$ cat config.mk
export PLATFORM = sky130hd
export DESIGN_NAME = scsr_regs
export DESIGN_NICKNAME = d
export VERILOG_FILES = /design/src/rtl/scsr_reg_store.v /design/src/rtl/scsr_regs.v
export VERILOG_INCLUDE_DIRS = /design/src /design/src/rtl
export SDC_FILE = /design/constraint.sdc
export NUM_CORES = 1
export LEC_CHECK = 0
export ABC_AREA = 1
export BUFFER_PORTS_ARGS = -buffer_cell sky130_fd_sc_hd__buf_2
export CAP_MARGIN = 20
export CORE_MARGIN = 4
export CORE_UTILIZATION = 50
export DETAILED_ROUTE_END_ITERATION = 8
export GPL_TIMING_DRIVEN = 0
export PLACE_DENSITY = 0.73
export SKIP_CTS_REPAIR_TIMING = 1
export SLEW_MARGIN = 5
export SYNTH_ARGS = -nofsm -noshare
export SYNTH_HDL_FRONTEND = slang
export SYNTH_HIERARCHICAL = 1
export SYNTH_SLANG_ARGS = --single-unit
$ cat constraint.sdc
create_clock -name sys_clk -period 2.7 [get_ports sys_clk]
set_clock_uncertainty 0.05 [all_clocks]
set_input_delay 0.135 -clock sys_clk [delete_from_list [all_inputs] [get_ports sys_clk]]
set_output_delay 0.135 -clock sys_clk [all_outputs]
set_load 0.01 [all_outputs]
$ cat src/rtl/scsr_defines.vh
// Purpose: constants for the synthesizer control and status register bank
// Assumes: 32-bit serial words, address in bits 30:27, data in 26:0
// Notes: definitions only
`ifndef SCSR_DEFINES_VH
`define SCSR_DEFINES_VH

`define SCSR_DATA_W 27
`define SCSR_ADDR_W 4
`define SCSR_WORD_W 32
`define SCSR_RW_BIT 31
`define SCSR_ADDR_HI 30
`define SCSR_ADDR_LO 27

`define SCSR_ADDR_FASTLOCK 4'h7
`define SCSR_ADDR_REGULATOR 4'h8
`define SCSR_ADDR_TESTINIT 4'h9
`define SCSR_ADDR_STATUS 4'ha
`define SCSR_ADDR_IDENT 4'hb

`define SCSR_FL_HIZ 25
`define SCSR_FL_DRIVE 24
`define SCSR_FL_SPI_OUT_OFF 23
`define SCSR_FL_SRC_HI 22
`define SCSR_FL_SRC_LO 21
`define SCSR_FL_PROTECT_OFF 20
`define SCSR_FL_SLIP_EN 19
`define SCSR_FL_QUICK_ON 18
`define SCSR_FL_PUMP_HI 17
`define SCSR_FL_PUMP_LO 13
`define SCSR_FL_DUR_HI 12
`define SCSR_FL_DUR_LO 0

`define SCSR_RG_PIN_IGNORE 26
`define SCSR_RG_DIG_HI 17
`define SCSR_RG_DIG_LO 16
`define SCSR_RG_HV_HI 1
`define SCSR_RG_HV_LO 0

`define SCSR_SRC_LOCK 2'h0
`define SCSR_SRC_OSC_DIV 2'h1
`define SCSR_SRC_CAL_DIV 2'h2
`define SCSR_SRC_FL_CLK 2'h3

`define SCSR_RESET_VALUE 27'h0000000
`define SCSR_STATUS_RSV_MASK 27'h003ffff

`endif

$ cat src/rtl/scsr_reg_store.v
// Purpose: small register store for the writable control words
// Assumes: one write port, one registered read port
// Notes: entries cleared by synchronous reset
`timescale 1ns/1ps
module scsr_reg_store #(
    parameter DW = 27,
    parameter AW = 4,
    parameter DEPTH = 16
) (
    input wire sys_clk,
    input wire sys_rst,
    input wire wr_en,
    input wire [AW-1:0] wr_addr,
    input wire [DW-1:0] wr_data,
    input wire [AW-1:0] rd_addr,
    output reg [DW-1:0] rd_data_q
);
    reg [DW-1:0] mem_q [0:DEPTH-1];
    integer i;

    // Storage with reset clear
    always @(posedge sys_clk) begin
        if (sys_rst) begin
            for (i = 0; i < DEPTH; i = i + 1) begin
                mem_q[i] <= {DW{1'b0}};
            end
        end else if (wr_en) begin
            mem_q[wr_addr] <= wr_data;
        end
    end

    // Registered read port
    always @(posedge sys_clk) begin
        if (sys_rst) begin
            rd_data_q <= {DW{1'b0}};
        end else begin
            rd_data_q <= mem_q[rd_addr];
        end
    end
endmodule // scsr_reg_store

$ cat src/rtl/scsr_regs.v
// Purpose: control/status register bank of a PLL synthesizer, SPI reached
// Assumes: serial clock and data sampled synchronously to sys_clk
// Notes: 32-bit frames, msb first; read data shifted out on the shared pin
`timescale 1ns/1ps
`include "scsr_defines.vh"

module scsr_regs #(
    parameter [26:0] ID_CODE = 27'h1234567, // Arbitrary identifier value
    parameter PUMP_W = 5,
    parameter DUR_W = 13
) (
    input wire sys_clk,
    input wire sys_rst,
    input wire spi_clk,
    input wire spi_le,
    input wire spi_din,
    input wire lock_in,
    input wire lock_pin_polarity,
    input wire osc_div_in,
    input wire cal_div_in,
    input wire pfd_tick,
    input wire first_out_powerdown_pin,
    input wire second_out_powerdown_pin,
    input wire [4:0] ldo_up_ok_in,
    input wire [4:0] ldo_overcurrent_in,
    input wire [1:0] chosen_oscillator_in,
    input wire [4:0] chosen_subband_in,
    input wire [31:0] reg_zero_in,
    output reg lock_serial_out_pin_o,
    output reg lock_serial_out_pin_oe,
    output wire shared_pin_drive_type,
    output wire cycle_slip_en,
    output wire quick_lock_on,
    output reg loop_filter_switch_q,
    output reg [PUMP_W-1:0] pump_current_q,
    output reg quick_lock_active_q,
    output wire first_out_pd,
    output wire second_out_pd,
    output wire [1:0] digital_ldo_level,
    output wire [1:0] high_volt_ldo_level,
    output wire digital_ldo_protect_off,
    output reg circuits_powered_q,
    output wire [26:0] test_init_word
);
    // Frame receiver states
    localparam FR_IDLE = 3'b001;
    localparam FR_SHIFT = 3'b010;
    localparam FR_READ = 3'b100;

    reg [2:0] state_q;
    reg sclk_q;
    reg [31:0] shift_q;
    reg [5:0] cnt_q;
    reg read_q;
    reg [26:0] out_q;
    reg [26:0] fl_q;
    reg [26:0] rg_q;
    reg [26:0] ti_q;
    reg [DUR_W-1:0] dur_cnt_q;
    reg fl_clk_q;
    reg programmed_q;
    reg [26:0] status_w;
    reg [26:0] rd_word;
    reg lock_level;
    reg src_bit;
    reg pin_level;
    reg drive_data;
    wire sclk_rise;
    wire sclk_fall;
    wire [3:0] frame_addr;
    wire frame_done;
    wire wr_en;
    wire [26:0] store_rd;
    wire [3:0] look_addr;

    assign sclk_rise = spi_clk & ~sclk_q;
    assign sclk_fall = ~spi_clk & sclk_q;
    assign frame_addr = shift_q[`SCSR_ADDR_HI:`SCSR_ADDR_LO];
    // Latch enable rising closes a frame
    assign frame_done = spi_le & (state_q == FR_SHIFT) & (cnt_q == 6'd32);
    assign wr_en = frame_done & ~shift_q[`SCSR_RW_BIT];
    // Store read address includes the bit being shifted in, so the word
    // is ready one cycle later when the read loads its output shifter
    assign look_addr = {shift_q[2:0], spi_din};

    // Store for words of other registers, read back via serial out
    scsr_reg_store #(
        .DW(27),
        .AW(4),
        .DEPTH(16)
    ) u_store (
        .sys_clk(sys_clk),
        .sys_rst(sys_rst),
        .wr_en(wr_en),
        .wr_addr(frame_addr),
        .wr_data(shift_q[26:0]),
        .rd_addr(look_addr),
        .rd_data_q(store_rd)
    );

    // Edge tracking of the serial clock
    always @(posedge sys_clk) begin
        if (sys_rst) begin
            sclk_q <= 1'b0;
        end else begin
            sclk_q <= spi_clk;
        end
    end

    // Serial frame engine: shift in, then shift out on reads
    always @(posedge sys_clk) begin
        if (sys_rst) begin
            state_q <= FR_IDLE;
            shift_q <= 32'h00000000;
            cnt_q <= 6'h00;
            read_q <= 1'b0;
            out_q <= 27'h0000000;
        end else begin
            case (state_q)
                FR_IDLE: begin
                    read_q <= 1'b0;
                    cnt_q <= 6'h00;
                    if (~spi_le) begin
                        state_q <= FR_SHIFT;
                    end
                end
                FR_SHIFT: begin
                    if (spi_le) begin
                        state_q <= FR_IDLE;
                    end else if (sclk_rise && cnt_q != 6'd32) begin
                        shift_q <= {shift_q[30:0], spi_din};
                        cnt_q <= cnt_q + 6'd1;
                        // Read flag is the first bit; switch to output as the 5th bit shifts in
                        if (cnt_q == 6'd4 && shift_q[3]) begin
                            state_q <= FR_READ;
                            read_q <= 1'b1;
                        end
                    end
                end
                FR_READ: begin
                    if (spi_le) begin
                        state_q <= FR_IDLE;
                        read_q <= 1'b0;
                    end else if (cnt_q == 6'd5) begin
                        out_q <= rd_word;
                        cnt_q <= 6'd6;
                    end else if (sclk_fall) begin
                        out_q <= {out_q[25:0], 1'b0};
                    end
                end
                default: begin
                    state_q <= FR_IDLE;
                end
            endcase
        end
    end

    // Read word select, status and identifier are live
    always @* begin
        status_w = 27'h0000000;
        status_w[17:13] = ldo_up_ok_in;
        status_w[12:8] = ldo_overcurrent_in;
        status_w[7] = lock_in;
        status_w[6:5] = chosen_oscillator_in;
        status_w[4:0] = chosen_subband_in;
        case (shift_q[3:0])
            `SCSR_ADDR_FASTLOCK: rd_word = fl_q;
            `SCSR_ADDR_REGULATOR: rd_word = rg_q;
            `SCSR_ADDR_TESTINIT: rd_word = ti_q;
            `SCSR_ADDR_STATUS: rd_word = status_w & `SCSR_STATUS_RSV_MASK;
            `SCSR_ADDR_IDENT: rd_word = ID_CODE;
            default: rd_word = store_rd;
        endcase
    end

    // Writable registers of this bank; identifier and status ignore writes
    always @(posedge sys_clk) begin
        if (sys_rst) begin
            fl_q <= `SCSR_RESET_VALUE;
            rg_q <= `SCSR_RESET_VALUE;
            ti_q <= `SCSR_RESET_VALUE;
            programmed_q <= 1'b0;
        end else if (wr_en) begin
            case (frame_addr)
                `SCSR_ADDR_FASTLOCK: fl_q <= shift_q[26:0];
                `SCSR_ADDR_REGULATOR: rg_q <= shift_q[26:0];
                `SCSR_ADDR_TESTINIT: ti_q <= shift_q[26:0];
                4'h0: programmed_q <= 1'b1;
                default: programmed_q <= programmed_q;
            endcase
        end
    end

    // Circuits beyond regulators wait for the first write to register 0
    always @(posedge sys_clk) begin
        if (sys_rst) begin
            circuits_powered_q <= 1'b0;
        end else begin
            circuits_powered_q <= programmed_q;
        end
    end

    // Fast-lock slot timing in phase-detector cycles
    always @(posedge sys_clk) begin
        if (sys_rst) begin
            dur_cnt_q <= {DUR_W{1'b0}};
            quick_lock_active_q <= 1'b0;
            fl_clk_q <= 1'b0;
        end else if (wr_en && frame_addr == 4'h0 && fl_q[18]) begin
            dur_cnt_q <= fl_q[`SCSR_FL_DUR_HI:`SCSR_FL_DUR_LO];
            quick_lock_active_q <= 1'b1;
        end else if (quick_lock_active_q && pfd_tick) begin
            fl_clk_q <= ~fl_clk_q;
            if (dur_cnt_q <= {{(DUR_W-1){1'b0}}, 1'b1}) begin
                quick_lock_active_q <= 1'b0;
            end
            dur_cnt_q <= dur_cnt_q - {{(DUR_W-1){1'b0}}, 1'b1};
        end
    end

    // Pump current override and filter switch during the slot
    always @(posedge sys_clk) begin
        if (sys_rst) begin
            pump_current_q <= {PUMP_W{1'b0}};
            loop_filter_switch_q <= 1'b0;
        end else begin
            pump_current_q <= quick_lock_active_q ?
                fl_q[`SCSR_FL_PUMP_HI:`SCSR_FL_PUMP_LO] : reg_zero_in[25:21];
            loop_filter_switch_q <= quick_lock_on & quick_lock_active_q;
        end
    end

    assign shared_pin_drive_type = fl_q[`SCSR_FL_DRIVE];
    assign cycle_slip_en = fl_q[`SCSR_FL_SLIP_EN];
    assign quick_lock_on = fl_q[`SCSR_FL_QUICK_ON];
    assign digital_ldo_protect_off = fl_q[`SCSR_FL_PROTECT_OFF];
    assign digital_ldo_level = rg_q[`SCSR_RG_DIG_HI:`SCSR_RG_DIG_LO];
    assign high_volt_ldo_level = rg_q[`SCSR_RG_HV_HI:`SCSR_RG_HV_LO];
    assign test_init_word = ti_q;
    // Power-down pins: with ignore bit, first pin rules both outputs
    assign first_out_pd = first_out_powerdown_pin | ~circuits_powered_q;
    assign second_out_pd = ~circuits_powered_q | (rg_q[26] ?
        first_out_powerdown_pin :
        (quick_lock_on ? 1'b0 : second_out_powerdown_pin));

    // Shared pin source and level selection
    always @* begin
        lock_level = lock_in ^ lock_pin_polarity;
        case (fl_q[`SCSR_FL_SRC_HI:`SCSR_FL_SRC_LO])
            `SCSR_SRC_LOCK: src_bit = lock_level;
            `SCSR_SRC_OSC_DIV: src_bit = osc_div_in;
            `SCSR_SRC_CAL_DIV: src_bit = cal_div_in;
            `SCSR_SRC_FL_CLK: src_bit = fl_clk_q;
            default: src_bit = lock_level;
        endcase
        drive_data = read_q & ~fl_q[`SCSR_FL_SPI_OUT_OFF];
        pin_level = drive_data ? out_q[26] : src_bit;
    end

    // Pin driver: hi-z, open drain or push-pull
    always @(posedge sys_clk) begin
        if (sys_rst) begin
            lock_serial_out_pin_o <= 1'b0;
            lock_serial_out_pin_oe <= 1'b0;
        end else if (fl_q[`SCSR_FL_HIZ]) begin
            lock_serial_out_pin_o <= 1'b0;
            lock_serial_out_pin_oe <= 1'b0;
        end else if (fl_q[`SCSR_FL_DRIVE]) begin
            lock_serial_out_pin_o <= pin_level;
            lock_serial_out_pin_oe <= 1'b1;
        end else begin
            lock_serial_out_pin_o <= 1'b0;
            lock_serial_out_pin_oe <= ~pin_level;
        end
    end
endmodule // scsr_regs

==> results of run 1 <==
==> layout make-up <==
| class | count | area, um2 | share of cell area |
|---|---|---|---|
| Sequential cell | 635 | 17000 | 0.494 |
| Multi-Input combinational cell | 2173 | 10100 | 0.293 |
| Clock buffer | 90 | 1870 | 0.0542 |
| Inverter | 412 | 1550 | 0.0450 |
| Timing Repair Buffer | 149 | 1340 | 0.0389 |
| Buffer | 222 | 1250 | 0.0362 |
| Tap cell | 765 | 957 | 0.0278 |
| Clock inverter | 36 | 373 | 0.0108 |
| Antenna cell | 1 | 2.50 | 0.0000726 |
==> power by group through the flow <==
stage	combinational (mW)	sequential, mW	clock (mW)
finish	1.27	10.7	9.42
global route	1.36	10.7	9.89
CTS	1.06	10.7	9.47
detailed placement	1.05	10.9	0
global placement	1.02	10.9	0
floorplan	0.656	10.9	0
==> through the flow <==
stage	utilization	total power, mW	std cells
floorplan	-	11.5	3425
global placement	0.530	11.9	4269
CTS	0.571	21.2	4400
finish	0.596	21.4	4483
global route	0.596	22.0	4482
detailed placement	0.533	12.0	4274
==> final timing paths <==
path	from	endpoint	slack (ps)	depth (start not counted)
max	cnt_q[1]	u_store/mem_q[7][21]	-70	11
min	sys_rst	u_store/rd_data_q[3]	-220	2
max reg2reg	cnt_q[1]	u_store/mem_q[7][21]	-70	11
min reg2reg	rg_q[25]	rg_q[25]	400	2
==> per-layer routing <==
| metal | vias up | share of wire | GRT usage |
|---|---|---|---|
| li1 | 11600 | - | - |
| met1 | 11800 | 0.37 | 0.375 |
| met2 | 1694 | 0.45 | 0.429 |
| met3 | 299 | 0.13 | 0.0533 |
| met4 | 2 | 0.050 | 0.124 |
| met5 | - | 0.00013 | 0 |
==> state kept, by name, indices dropped and copies added (netlist names), 6 cells and up <==
signal and count:
u_store/mem_q 432, test_init_word 27, fl_q 27, shift_q 32
rg_q 27, out_q 27, cnt_q 6, dur_cnt_q 13
u_store/rd_data_q 27
==> kinds of logic (layout without fill, tap and decap cells) <==
group / count (synthesis) / in the layout / synth area share
xor gates and xnor gates: 10 / 10 / 0.00299
DFF: 635 / 635 / 0.582
other: 0 / 1 / 0
buffers and inverters: 634 / 909 / 0.0887
adders and majority gates: 5 / 5 / 0.00214
and+or+nand+nor: 1719 / 1736 / 0.248
AOI/OAI and AO/OA: 422 / 422 / 0.0766
==> layout by cell type (no fill, tap or decap), types with 24 or more instances in the layout <==
cell,Yosys,final
a21oi_1,185,185
buf_12,0,31
buf_2,65,132
buf_4,12,38
clkbuf_1,114,129
clkbuf_16,0,75
dfxtp_1,203,201
edfxtp_1,432,432
inv_1,403,401
nand2_1,845,829
nand2_4,5,24
nand3_1,330,330
nor2_1,450,450
nor2_2,33,32
o21ai_0,170,170
==> results.cfg, run 1 <==
[global_routing]
grt_max_degree = 28
overflow = 0
antenna_found_initial = 2
grt_pass1_vias = 22500
grt_usage = 0.275
grt_pass1_wl_um = 132000

[drt]
drc_errors = 0
drt-total-wl_um = 94700
dr.first_iter.drc_count = 3894
ant_nets = 0
vias = 25400
dr.pass1.iters = 6
vias_per_cell = 5.67
wire_per_inst_um = 21.1

[logic_synthesis]
ys_seq_elements = 635
synth_largest_area_cell = edfxtp_1
synthArstFlopShare = 0
yosys.cell_count.top_type = nand2_1
netlist-cell-type-count = 40
synth_edf_count = 432
synthFlopType = edfxtp_1
synth_nets = 3491
synth_area_leaders = edfxtp_1, dfxtp_1, nand2_1, nor2_1, nand3_1
yosys-top-cells-count = nand2_1, nor2_1, edfxtp_1, inv_1, nand3_1
yosysSeqAreaShare = 0.582
postSynthCellCount = 3425
yosysWarningCount = 6
mappedNetlistArea_um2 = 29300
synth.avg_cell_area_um2 = 8.55
synth_top_cell_area_share = 0.443

[worst_hold_path]
hp-class = in -> reg

[setup_path]
timing.critical_path.mode_cell = buf_12
crit_arrival_ps = 3040
critPathMaxStageDelay_ps = 450
critPathBufInv = 4
end_kind = flip-flop
crit_type = reg -> reg
cpLargestDelayFamily = simple AND/OR/NAND/NOR gates
worstPathMaxFanout = 11
crit_chain = inv_2 -> ha_4 -> nand3_4 -> nor4_4 -> nand2_4 -> nor3_4 -> buf_12 -> nand2_4 -> buf_12 -> nand2_2 -> buf_12
slowest_stage = nor4_4
start_kind = flip-flop
crit_required_ps = 2960

[floorplan]
num_rows = 88
die_x_um = 250
fp.dieH_um = 250
fp.dieArea_um2 = 62500
io_pins = 108
core_area_um2 = 57800
start_util = 0.507

[place]
place_area_um2 = 30800
hpwl_um = 63100
place_ws_ps = -1210
port_buffers = 79
gp_congestion = 0.948

[pwr]
swShare = 0.233
p_leak_nw = 13.7
pwr-share-comb = 0.059
peakVddDrop_mv = 0.578
switchingPower_mw = 4.99
powerDensity_nw_per_um2 = 621
pwr-share-seq = 0.500
p_int_mw = 16.4
clkPwrFrac = 0.440

[clocking]
path_clk_slew_ps = 60
clock_latency_ps = 620
cts_made_buffers = 69
clock_path_buffers = 3
cts_sinks = 635
tritoncts = built
cts-root-buf = clkbuf_16
htree_levels = 3

[sta]
finalCriticalPeriod_ps = 2770
drv_slew = 28
timing.final.crit_share = 1.03
hold_viol_final = 16
rsz0062_at_grt = yes
fmax_ghz = 0.360
finalSetupViolCount = 115
whs_ps = -220
tightestPinTransition_ps = 1530
setup_slack_ps = -74.9
fin_setup_tns_ps = -3010
slew_headroom = -0.0172

[layout]
syn_to_final_growth_pct = 17.7
drive_gt1_frac = 0.120
stdcell_area_um2 = 34500
fillers = 4825
fin_nets = 3728

[run_status]
outcome = finished with violations
violations = negative hold slack, max-capacitance violations, max-slew violations, negative setup slack

[flow_run]
maxCapViolCount = 1
(Power assumes the default switching activity.)
==> run 2: changes to the inputs <==
- TNS_END_PERCENT: default -> 10
==> run 2 against run 1 <==
  * The run still ends with negative hold slack, max-capacitance violations, max-slew violations, negative setup slack left
  * Critical path depth fell by 1
  * Core utilization down 1.0 points
  * Power decreased by 2.1%
  * Hold slack improved by 190 ps
  * Routed wire length fell by 2.8%
  * Clock-buffer cell count rose by 10
  * Cell count is 1.1% lower
==> results.cfg, run 2 (same netlist as run 1, synthesis figures left out) <==
[run_status]
outcome = finished with violations
violations = negative hold slack, max-capacitance violations, max-slew violations, negative setup slack

[place]
post-place-cells = 4283
gp_congestion = 0.957
hpwl_um = 64300
port_buffers = 79

[clocking]
cts_made_buffers = 68
cts-root-buf = clkbuf_16
tritoncts = built
path_clk_slew_ps = 60
clock_latency_ps = 590
clock_path_buffers = 3
htree_levels = 3
cts_sinks = 635

[layout]
fin_nets = 3686
largest_register_ffs = 432
diodes = 0
regMostFlops = u_store/mem_q
regArea_um2 = 17000
multi_input_area_um2 = 9950
drive_gt1_frac = 0.107
fillers = 4983
final_common_cell = nand2_1
final_cells = 4432
fin_util = 0.586
top_regs = u_store/mem_q x432, shift_q x32
syn_to_final_growth_pct = 15.7
final_cell_mix = nand2_1, nor2_1, edfxtp_1

[drt]
vias_per_cell = 5.63
drt-total-wl_um = 92000
ant_nets = 0
drc_errors = 0
vias = 25000
dr.pass1.iters = 6
wire_per_inst_um = 20.8
dr.first_iter.drc_count = 3203

[floorplan]
die_x_um = 250
fp.dieArea_um2 = 62500
io_pins = 108
num_rows = 88
start_util = 0.507
core_area_um2 = 57800
fp.dieH_um = 250

[global_routing]
overflow = 0
grt_usage = 0.280
busiest_layer = met2
grt_pass1_vias = 22800
gr-usage-met2 = 0.436
antenna_found_initial = 2
use_met1 = 0.383
gr-usage-met3 = 0.0502
grt_pass1_wl_um = 135000
grt_max_degree = 28

[sta]
setup_slack_ps = -4.40
tightestPinTransition_ps = 1670
hold_viol_final = 6
slew_headroom = -0.112
drv_slew = 13
timing.final.crit_share = 1.00
finalCriticalPeriod_ps = 2700
rsz0062_at_grt = yes
finalSetupViolCount = 4
fmax_ghz = 0.370
whs_ps = -33.6

[setup_path]
end_kind = flip-flop
start_kind = flip-flop
crit_required_ps = 2960
regToRegStartpoint = cnt_q[2]
crit_type = reg -> reg
crit_arrival_ps = 2960
cp-startpoint = cnt_q[2]
worstPathMaxFanout = 10

[pwr]
p_leak_nw = 13.4
powerDensity_nw_per_um2 = 618
peakVddDrop_mv = 0.598

[worst_hold_path]
worstHoldStart = osc_div_in
hp-class = in -> reg

[flow_run]
maxCapViolCount = 1
[run 2: layout make-up]
class	count	area share
Buffer	222	0.0346
Inverter	412	0.0457
Sequential cell	635	0.503
Clock buffer	100	0.0582
Tap cell	765	0.0283
Multi-Input combinational cell	2158	0.294
Clock inverter	17	0.00417
Timing Repair Buffer	123	0.0325
[run 2: final timing paths]
check	slack [ps]	end	cells past startpoint
worst max register to register	-4	u_store/mem_q[7][16]	10
worst min-delay path	-30	lock_serial_out_pin_oe	5
worst max-delay path	-4	u_store/mem_q[7][16]	10
worst min register to register	380	circuits_powered_q	2
[run 2: power by group]
| group | leakage [nW] | switching (mW) | internal, mW |
|---|---|---|---|
| logic | 6.25 | 0.884 | 0.354 |
| registers | 6.11 | 0.0988 | 10.6 |
| clock network | 1.04 | 3.76 | 5.24 |
| total | 13.4 | 4.74 | 16.2 |
[run 2: per-layer routing]
metal / share of wire / vias to the layer above
met4: 0.052 / 2
met2: 0.45 / 1448
met1: 0.39 / 11800
li1: - / 11500
met3: 0.11 / 258
met5: 0.00016 / -
[run 2: stage by stage]
stage | TNS [ps] | area [um2] | worst slack, ps | total power [mW] | hold slack [ps]
finish | -16.1 | 33900 | -4.40 | 21.0 | -33.6
detailed placement | -325280 | 31000 | -905 | 12.0 | 358
CTS | -327260 | 33100 | -906 | 20.9 | -252
global placement | -456010 | 30600 | -1180 | 12.0 | 351
global route | -4360 | 33900 | -55.2 | 21.6 | 0.0631
floorplan | -61100 | 29300 | -214 | 11.5 | 221
[run 2: critical path, cell delays in order, from the launching register on]
cell,delay [ps]
dfxtp_1,360
nor2_2,220
nand3_4,140
nor4_4,370
nand2_4,140
nor3_4,250
buf_12,170
nand2_8,100
buf_8,180
nand2_2,210
clkbuf_16,220
